===== src/bus_bridge_map.vh =====
// Constants for the memory bus arbiter and peripheral bridge
`ifndef BUS_BRIDGE_MAP_VH
`define BUS_BRIDGE_MAP_VH
`define PROG_ADDR_W 22
`define DATA_ADDR_W 32
`define DATA_W 32
`define PERIPH_ADDR_W 16
`define NUM_TARGETS 4
`define TGT_SEL_W 2
// Grant encodings, one-hot per requester
`define GNT_DW 5'h10
`define GNT_PW 5'h08
`define GNT_DR 5'h04
`define GNT_PR 5'h02
`define GNT_FE 5'h01
`define GNT_NONE 5'h00
// Peripheral frame codes
`define FRAME_NONE 2'h0
`define FRAME_ONE 2'h1
`define FRAME_TWO 2'h2
`define FRAME_THREE 2'h3
// Index of the target that is the peripheral bridge
`define TGT_PERIPH 2'h3
`endif


===== src/memory_bus_priority_bridge.v =====
// Memory bus arbitration per target and peripheral bus bridge
`timescale 1ns/1ns
`include "bus_bridge_map.vh"
module memory_bus_priority_bridge (
  input wire clk,
  input wire rstn,
  // Requests: index 4 data write, 3 program write, 2 data read,
  // 1 program read, 0 fetch; each names its target
  input wire [4:0] req,
  input wire [9:0] req_tgt,
  input wire [`PROG_ADDR_W-1:0] prog_addr,
  input wire [`DATA_W-1:0] prog_wdata,
  input wire [`DATA_ADDR_W-1:0] dr_addr,
  input wire [`DATA_ADDR_W-1:0] dw_addr,
  input wire [`DATA_W-1:0] dw_wdata,
  input wire [4:0] req_wide,
  input wire [1:0] req_frame,
  input wire fpc_req,
  input wire fpc_write,
  input wire fpc_wide,
  input wire [`PERIPH_ADDR_W-1:0] fpc_addr,
  input wire [`DATA_W-1:0] fpc_wdata,
  output reg [4:0] ack_reg,
  output reg [4:0] err_reg,
  output reg fpc_ack_reg,
  output reg fpc_err_reg,
  output reg [19:0] tgt_gnt_reg,
  output reg [`DATA_ADDR_W-1:0] mem_addr_reg,
  output reg [`DATA_W-1:0] mem_wdata_reg,
  output reg p_valid_reg,
  output reg p_write_reg,
  output reg p_wide_reg,
  output reg [1:0] p_frame_reg,
  output reg [`PERIPH_ADDR_W-1:0] p_addr_reg,
  output reg [`DATA_W-1:0] p_wdata_reg
);
  // ------------------------------------------------------------
  // Frame width check, used by core and coprocessor paths
  // ------------------------------------------------------------
  function frame_ok;
    input [1:0] frame;
    input wide;
    input from_fpc;
    begin
      case (frame)
        `FRAME_TWO: frame_ok = !wide && !from_fpc;
        `FRAME_ONE: frame_ok = !from_fpc;
        `FRAME_THREE: frame_ok = 1'b1;
        default: frame_ok = 1'b0;
      endcase
    end
  endfunction

  // ------------------------------------------------------------
  // Per-target arbitration
  // ------------------------------------------------------------
  // Each target has its own arbiter so disjoint targets never stall
  // each other; a loser simply sees no ack and keeps its request up.
  wire [19:0] gnt_w;
  genvar t;
  generate
    for (t = 0; t < `NUM_TARGETS; t = t + 1) begin : g_tgt
      wire [4:0] treq;
      genvar r;
      for (r = 0; r < 5; r = r + 1) begin : g_req
        assign treq[r] = req[r] && (req_tgt[2*r+1:2*r] == t);
      end
      target_arbiter u_arb (
        .clk(clk),
        .rstn(rstn),
        .req(treq),
        .gnt_reg(gnt_w[5*t+4:5*t])
      );
    end
  endgenerate

  // ------------------------------------------------------------
  // Grant capture and completion
  // ------------------------------------------------------------
  // Requests are registered one cycle in the arbiters; the payload is
  // sampled alongside so the ack lines up with the granted address.
  reg [4:0] req_q;
  reg [4:0] wide_q;
  reg [1:0] frame_q;
  reg [`PROG_ADDR_W-1:0] prog_addr_q;
  reg [`DATA_W-1:0] prog_wdata_q;
  reg [`DATA_ADDR_W-1:0] dr_addr_q;
  reg [`DATA_ADDR_W-1:0] dw_addr_q;
  reg [`DATA_W-1:0] dw_wdata_q;
  reg fpc_q;
  reg fpc_write_q;
  reg fpc_wide_q;
  reg [`PERIPH_ADDR_W-1:0] fpc_addr_q;
  reg [`DATA_W-1:0] fpc_wdata_q;
  always @(posedge clk or negedge rstn) begin
    if (!rstn) begin
      req_q <= 5'h00;
      wide_q <= 5'h00;
      frame_q <= 2'h0;
      prog_addr_q <= 22'h000000;
      prog_wdata_q <= 32'h00000000;
      dr_addr_q <= 32'h00000000;
      dw_addr_q <= 32'h00000000;
      dw_wdata_q <= 32'h00000000;
      fpc_q <= 1'b0;
      fpc_write_q <= 1'b0;
      fpc_wide_q <= 1'b0;
      fpc_addr_q <= 16'h0000;
      fpc_wdata_q <= 32'h00000000;
    end else begin
      req_q <= req;
      wide_q <= req_wide;
      frame_q <= req_frame;
      prog_addr_q <= prog_addr;
      prog_wdata_q <= prog_wdata;
      dr_addr_q <= dr_addr;
      dw_addr_q <= dw_addr;
      dw_wdata_q <= dw_wdata;
      fpc_q <= fpc_req;
      fpc_write_q <= fpc_write;
      fpc_wide_q <= fpc_wide;
      fpc_addr_q <= fpc_addr;
      fpc_wdata_q <= fpc_wdata;
    end
  end

  // Granted set across all targets
  wire [4:0] won = gnt_w[4:0] | gnt_w[9:5] | gnt_w[14:10] | gnt_w[19:15];
  wire [4:0] p_won = gnt_w[19:15];
  // Core wins the peripheral bus over the coprocessor
  wire fpc_won = fpc_q && (p_won == 5'h00);

  reg [4:0] ack_next;
  reg [4:0] err_next;
  reg fpc_ack_next;
  reg fpc_err_next;
  reg [`DATA_ADDR_W-1:0] mem_addr_next;
  reg [`DATA_W-1:0] mem_wdata_next;
  reg p_valid_next;
  reg p_write_next;
  reg p_wide_next;
  reg [1:0] p_frame_next;
  reg [`PERIPH_ADDR_W-1:0] p_addr_next;
  reg [`DATA_W-1:0] p_wdata_next;
  reg [`DATA_ADDR_W-1:0] sel_addr;
  reg [`DATA_W-1:0] sel_wdata;
  reg sel_ok;
  always @* begin
    ack_next = won & req_q;
    err_next = 5'h00;
    fpc_ack_next = 1'b0;
    fpc_err_next = 1'b0;
    p_valid_next = 1'b0;
    p_write_next = 1'b0;
    p_wide_next = 1'b0;
    p_frame_next = `FRAME_NONE;
    p_addr_next = p_addr_reg;
    p_wdata_next = p_wdata_reg;
    sel_addr = 32'h00000000;
    sel_wdata = 32'h00000000;
    sel_ok = 1'b0;
    // Memory-side address follows the highest-priority winner among data write, program write and data read; write data follows only the two writes
    mem_addr_next = mem_addr_reg;
    mem_wdata_next = mem_wdata_reg;
    if (won[4]) begin
      mem_addr_next = dw_addr_q;
      mem_wdata_next = dw_wdata_q;
    end else if (won[3]) begin
      mem_addr_next = {10'h000, prog_addr_q};
      mem_wdata_next = prog_wdata_q;
    end else if (won[2]) begin
      mem_addr_next = dr_addr_q;
    end
    // Peripheral bridge: one winner per cycle onto the bus with 16-bit address and 32-bit data
    if (p_won != 5'h00) begin
      case (p_won)
        `GNT_DW: begin
          sel_addr = dw_addr_q;
          sel_wdata = dw_wdata_q;
        end
        `GNT_PW: begin
          sel_addr = {10'h000, prog_addr_q};
          sel_wdata = prog_wdata_q;
        end
        `GNT_DR: sel_addr = dr_addr_q;
        default: sel_addr = {10'h000, prog_addr_q};
      endcase
      sel_ok = frame_ok(frame_q, |(p_won & wide_q), 1'b0);
      if (sel_ok) begin
        p_valid_next = 1'b1;
        p_write_next = |(p_won & `GNT_DW) || |(p_won & `GNT_PW);
        p_wide_next = |(p_won & wide_q);
        p_frame_next = frame_q;
        p_addr_next = sel_addr[`PERIPH_ADDR_W-1:0];
        p_wdata_next = sel_wdata;
      end else begin
        // A refused access must not also look served to the core
        ack_next = ack_next & ~p_won;
        err_next = p_won;
      end
    end else if (fpc_won) begin
      // The coprocessor shares the frame select; only frame three lets it in
      if (frame_ok(frame_q, fpc_wide_q, 1'b1)) begin
        p_valid_next = 1'b1;
        p_write_next = fpc_write_q;
        p_wide_next = fpc_wide_q;
        p_frame_next = `FRAME_THREE;
        p_addr_next = fpc_addr_q;
        p_wdata_next = fpc_wdata_q;
        fpc_ack_next = 1'b1;
      end else begin
        fpc_err_next = 1'b1;
      end
    end
  end

  always @(posedge clk or negedge rstn) begin
    if (!rstn) begin
      ack_reg <= 5'h00;
      err_reg <= 5'h00;
      fpc_ack_reg <= 1'b0;
      fpc_err_reg <= 1'b0;
      tgt_gnt_reg <= 20'h00000;
      mem_addr_reg <= 32'h00000000;
      mem_wdata_reg <= 32'h00000000;
      p_valid_reg <= 1'b0;
      p_write_reg <= 1'b0;
      p_wide_reg <= 1'b0;
      p_frame_reg <= 2'h0;
      p_addr_reg <= 16'h0000;
      p_wdata_reg <= 32'h00000000;
    end else begin
      ack_reg <= ack_next;
      err_reg <= err_next;
      fpc_ack_reg <= fpc_ack_next;
      fpc_err_reg <= fpc_err_next;
      tgt_gnt_reg <= gnt_w;
      mem_addr_reg <= mem_addr_next;
      mem_wdata_reg <= mem_wdata_next;
      p_valid_reg <= p_valid_next;
      p_write_reg <= p_write_next;
      p_wide_reg <= p_wide_next;
      p_frame_reg <= p_frame_next;
      p_addr_reg <= p_addr_next;
      p_wdata_reg <= p_wdata_next;
    end
  end
endmodule


===== src/target_arbiter.v =====
// Fixed-priority arbiter for one memory or peripheral target
`timescale 1ns/1ns
`include "bus_bridge_map.vh"
module target_arbiter (
  input wire clk,
  input wire rstn,
  input wire [4:0] req,
  output reg [4:0] gnt_reg
);
  // ------------------------------------------------------------
  // Priority pick
  // ------------------------------------------------------------
  reg [4:0] gnt_next;
  always @* begin
    // Order: data write, program write, data read, program read, fetch
    if (req[4]) begin
      gnt_next = `GNT_DW;
    end else if (req[3]) begin
      gnt_next = `GNT_PW;
    end else if (req[2]) begin
      gnt_next = `GNT_DR;
    end else if (req[1]) begin
      gnt_next = `GNT_PR;
    end else if (req[0]) begin
      gnt_next = `GNT_FE;
    end else begin
      gnt_next = `GNT_NONE;
    end
  end
  always @(posedge clk or negedge rstn) begin
    if (!rstn) begin
      gnt_reg <= 5'h00;
    end else begin
      gnt_reg <= gnt_next;
    end
  end
endmodule


===== config.mk =====
export PLATFORM = sky130hd
export DESIGN_NAME = memory_bus_priority_bridge
export DESIGN_NICKNAME = d
export VERILOG_FILES = /design/src/memory_bus_priority_bridge.v /design/src/target_arbiter.v
export VERILOG_INCLUDE_DIRS = /design/src /design/src/src
export SDC_FILE = /design/constraint.sdc
export NUM_CORES = 1
export LEC_CHECK = 0
export ABC_AREA = 1
export BUFFER_PORTS_ARGS = -buffer_cell sky130_fd_sc_hd__buf_2
export CORE_MARGIN = 3
export CORE_UTILIZATION = 32
export DETAILED_ROUTE_END_ITERATION = 8
export GPL_TIMING_DRIVEN = 0
export PLACE_DENSITY = 0.65
export SLEW_MARGIN = 0
export SYNTH_ARGS = -nofsm -noshare
export SYNTH_HDL_FRONTEND = slang
export SYNTH_SLANG_ARGS = --single-unit

===== constraint.sdc =====
create_clock -name clk -period 4.2 [get_ports clk]
set_clock_uncertainty 0.05 [all_clocks]
set_input_delay 0.84 -clock clk [delete_from_list [all_inputs] [get_ports clk]]
set_output_delay 0.84 -clock clk [all_outputs]
set_load 0.005 [all_outputs]

# Yosys cells after proc, flatten, opt, wreduce, memory -nomap -nowiden
# Cells that the tools add are included.
[classes]
eq_ne = 22
n_mux = 64
n_bitwise = 7
reduce_logical = 37
[ops]
columns = ["op", "n"]
rows = [
  ["$mux W32", 9],
  ["$mux W5", 20],
  ["$mux W16", 4],
  ["$pmux W32 S2", 1],
  ["$pmux W16 S2", 1],
  ["$eq A2 B2 Y1 const B", 12],
  ["$mux W1", 24],
  ["$logic_and A1 B1 Y1", 21],
  ["$and A5 B5 Y5", 3],
  ["$or A5 B5 Y5", 3],
  ["$eq A2 B1 Y1 const B", 6],
  ["$logic_not A2 Y1", 5],
  ["$mux W2", 4],
  ["$reduce_bool A2 Y1", 3],
  ["$eq A5 B3 Y1 const B", 1],
  ["$eq A5 B4 Y1 const B", 1],
  ["$eq A5 B5 Y1 const B", 1],
  ["$logic_not A5 Y1", 1],
  ["$not A5 Y5", 1],
  ["$reduce_bool A5 Y1", 1],
  ["$reduce_or A5 Y1", 1],
  ["$reduce_and A3 Y1", 1],
  ["$reduce_bool A3 Y1", 1],
  ["$ne A2 B1 Y1 const B", 1],
  ["4 further kinds", 4],
]
[word_totals]
ff_bits = 382
input_bits = 225

# Longest topological paths before layout
[depth]
word_depth = 7
ltp_mapped = 11
ltp_nobuf = 9

# Hierarchy
# A second synthesis with hierarchy kept.
[unflattened]
hier_cells = 1337
area_unflattened_um2 = 13780.7
[by_module_without_submodules]
columns = ["module", "n_inst", "cells_each", "area_per_inst_um2"]
rows = [
  ["memory_bus_priority_bridge", 1, 1269, 13090.1],
  ["target_arbiter", 4, 17, 172.7],
]

# Worst setup path after synthesis
# Ideal clock, no wire load.
[synth_timing]
path_kind = "flip-flop to flip-flop"
start = "reg g_tgt[3].u_arb.gnt_reg[3]"
end = "reg mem_wdata_reg[3]"
arrival_time_ns = 1.453
setup_slack_ns = 2.574
stages_incl_launch_ff = 9
synth_period_minus_slack_ns = 1.626
path_cell_list = "dfrtp_1 nor2_2 nand2_1 nor2_1 buf_2 buf_2 a21oi_1 o21ai_0 nand2_1"
[synth_between]
elab_chain_cells = 2
[synth_rtl]
columns = ["element", "line_no", "text"]
rows = [
  ["start, declared", "target_arbiter.v:8", "output reg [4:0] gnt_reg"],
  ["start signal, assigned", "target_arbiter.v:34", "gnt_reg <= gnt_next;"],
  ["$or A5 B5 Y5", "memory_bus_priority_bridge.v:128", "wire [4:0] won = gnt_w[4:0] | gnt_w[9:5] | gnt_w[14:10] | gnt_w[19:15];"],
  ["$reduce_bool A2 Y1 (no source line)", "n/a", ""],
  ["end signal, assigned", "memory_bus_priority_bridge.v:239", "mem_wdata_reg <= mem_wdata_next;"],
  ["end, declared", "memory_bus_priority_bridge.v:29", "output reg [`DATA_W-1:0] mem_wdata_reg,"],
]
# No other way between the ends.
# A chain may end at the register's enable or synchronous reset.

# Worst setup path in the final report
[layout_timing]
start = "reg g_tgt[1].u_arb.gnt_reg[4]"
end = "reg mem_wdata_reg[30]"
[layout_between]
elab_chain_cells = 4
elab_cells_between_ends = 5
[layout_rtl]
columns = ["element", "line_no"]
rows = [
  ["start, declared", "target_arbiter.v:8"],
  ["start signal, assigned", "target_arbiter.v:34"],
  ["$or A5 B5 Y5 (*) (3 in a row)", "memory_bus_priority_bridge.v:128"],
  ["$mux W32 / $reduce_bool A2 Y1 (equally long branches)", "n/a"],
]
# Every way passes the cells marked *; elsewhere a longest branch is shown, timed or not.

==> results_dict.tcl <==
set metrics [dict create \
    ir_drop_mv 0.333 \
    dieHeight_um 213 \
    power_frac_seq_pct 45.4 \
    ioPinCount 374 \
    cts_made_buffers 42 \
    critical_path.startpoint "g_tgt[1].u_arb.gnt_reg[4]" \
    globalplace.congestion 0.854 \
    syn_area_per_cell_um2 10.4 \
    wire_per_inst_um 19.2 \
    max_stage_delay_ns 0.42 \
    area_delta_synth_final_pct 29.8 \
    synth_top_area_share_pct 69.8 \
    pre_cts_ws_ns 1.54 \
    post-route-period-util_pct 61.5 \
    clkSinkCount 382 \
    power_frac_comb_pct 14.4 \
    status "finished clean" \
    setup_viol 0 \
    syn-num-nets 1541 \
    grt_max_degree 127 \
    hold_violations 0 \
    dp_hpwl_mm 32.4 \
    dieArea_um2 45300 \
    clk_latency_ns 0.55 \
    p_per_area_nw_per_um2 528 \
    criticalPathCategory "reg -> reg" \
    fillers 4059 \
    critPathArrivalTime_ns 2.95 \
    power_uw 9380 \
    drive_above_1_share_pct 27.4 \
    gr-total-overflow 0 \
    crit_fanout 10 \
    drtIter0Drc 894 \
    fin_ws_ns 1.62 \
    cts_setup_buffers 0 \
    drt_first_pass_iters 6 \
    hp-class "in -> async" \
    worst_ep_required_time_ns 4.57 \
    die_w_um 213 \
    yosys.cell_types.count 23 \
    min_period_ns 2.58 \
    r2r-start "g_tgt[1].u_arb.gnt_reg[4]" \
    layout.cells.non_filler 2313 \
    cp_cell_sequence "nor3_1, nand2_1, nor2_1, buf_2, buf_2, a21oi_1, o21ai_0, nand2_1" \
    crit_path_start_kind "flop" \
    post_cts_resized 0 \
    synth_cells 1316 \
    multi_input_area_um2 3360 \
    drv_cap 0 \
    grt_pass1_vias 11600 \
    clockPowerShare_pct 40.2 \
    max_freq_mhz 387 \
    yosysTopAreaCell "dfrtp_1" \
    antenna_found_initial 8 \
    initial_core_util_pct 32.5 \
    port_buffers 373 \
    final_antenna_net_count 0 \
    coreArea_um2 42100 \
    row_count 75 \
    swShare_pct 26.9 \
    endpoint_kind "flop" \
    grt_setup_unrepaired "no" \
    yosys-top-cells-area "dfrtp_1 70%, nand2_1 10%, nand3_1 4.9%" \
    maxSlewViolCount 0 \
    synth-edff-count 0 \
    seqCellArea_um2 9560 \
    synth_commonest_cells "382 x dfrtp_1, 364 x nand2_1, 135 x nand3_1, 122 x inv_1, 66 x o21ai_0" \
    yosysWarningCount 0 \
    power.switching_uw 2520 \
    critPathTopFamily "simple AND/OR/NAND/NOR gates" \
    slowest_stage "nand2_1" \
    slew-limit-headroom_pct 38.6 \
    track_usage_pct 19.3 \
    via_per_inst 4.74 \
    htreeDepth 2 \
    fin_nets 1961 \
    clockBufferDepth 3 \
    drc 0 \
    synth-seq-cells 382 \
    intPower_uw 6860 \
    vias 11000 \
    synth_flop_cell "dfrtp_1" \
    dp_cells 2231 \
    clkTransAtPathRegs_ns 0.06 \
    yosysSeqAreaShare_pct 69.8 \
    holdBufCountCts 0 \
    wirelength_mm 44.4 \
    syn-cell-area_um2 13700 \
    clock-root-buffer "clkbuf_16" \
    grt_pass1_wl_mm 66.4 \
    post-synth-top-count-cell "dfrtp_1" \
    path_buf_inv 2 \
    async_reset_ff_share_pct 100 \
    fin_util_pct 42.2 \
    cts_tree "done" \
    power_leakage_uw 0.00944 \
    worst_slew_pin_slew_ns 0.920 \
]
worst reg2reg max path, cell delays in order (launching register included):
cell	delay [ns]
dfrtp_1	0.38
nor3_1	0.25
nand2_1	0.42
nor2_1	0.34
buf_2	0.35
buf_2	0.36
a21oi_1	0.06
o21ai_0	0.16
nand2_1	0.08
power groups by stage:
stage                     sequential [µW]  clock [µW]  combinational (µW)
final                                4260        3770                1350
after global routing                 4290        4020                1530
after CTS                            4250        3870                1380
after detailed placement             4310           0                1380
after global placement               4310           0                1340
after floorplan                      4310           0                 563
worst paths after layout:
check | end | slack [ns] | depth (start not counted)
worst max-delay path | mem_wdata_reg[30] | 1.62 | 8
worst min-delay path | prog_wdata_q[13] | 0.18 | 1
worst max register to register | mem_wdata_reg[30] | 1.62 | 8
worst min register to register | tgt_gnt_reg[7] | 0.32 | 0
max in group asynchronous | mem_addr_reg[20] | 2.49 | 3
min in group clk | tgt_gnt_reg[7] | 0.32 | 0
placed cells by master (no fill, tap or decap), types with 2 or more instances in the layout:
master     synthesis  final
o221ai_1          32     32
nand2_2            3      3
bufinv_16          0      4
nand3_1          135    135
clkbuf_1          32     38
a21oi_1           55     55
diode_2            0      8
dfrtp_1          382    382
nand2_1          364    364
nand4_1           18     18
inv_6              0      4
buf_6              2      2
nor2_2             2      2
buf_16             0      3
clkbuf_8           0      9
clkinv_2           0      7
inv_1            122    122
buf_2             26    398
nor2_4             2      2
clkbuf_16          0     43
buf_1              7      7
nor3_1             5      5
inv_2              4      4
o41ai_1            2      2
nor2_1            53     53
o21ai_0           66     66
layout make-up:
class / instances / share of cell area [%]
buffer: 68 / 1.71
inverter: 126 / 2.66
tap: 539 / 3.79
timing repair buffer: 376 / 11.0
clock inverter: 16 / 1.13
clock buffer: 58 / 6.88
antenna: 8 / 0.113
multi-input combinational: 740 / 18.9
sequential: 382 / 53.8
metal layers:
layer  global-route usage [%]  part of all wire [%]  wire [µm]  up-vias
met4                     8.21                   3.2       1440        4
met3                     5.19                   8.2       3620      102
met5                        0                 0.072         32        -
li1                         -                     -          -     5083
met2                     31.8                    48      21200      433
met1                     24.1                    41      18100     5346
cell families after synthesis:
family / after synthesis / share of synthesized area (%)
flops: 382 / 69.8
buf+inv: 194 / 5.67
compound gates: 157 / 6.72
simple gates: 583 / 17.8
stage by stage:
step,TNS [ns],area (µm²),hold slack (ns)
2_1_floorplan,0,13700,0.304
3_5_place_dp,0,16300,0.317
5_1_grt,0,17800,0.206
6_report,0,17800,0.176
4_1_cts,0,17800,0.173
3_3_place_gp,-1898.73,16200,0.308
Note: power is estimated with default switching activity, not from simulation.
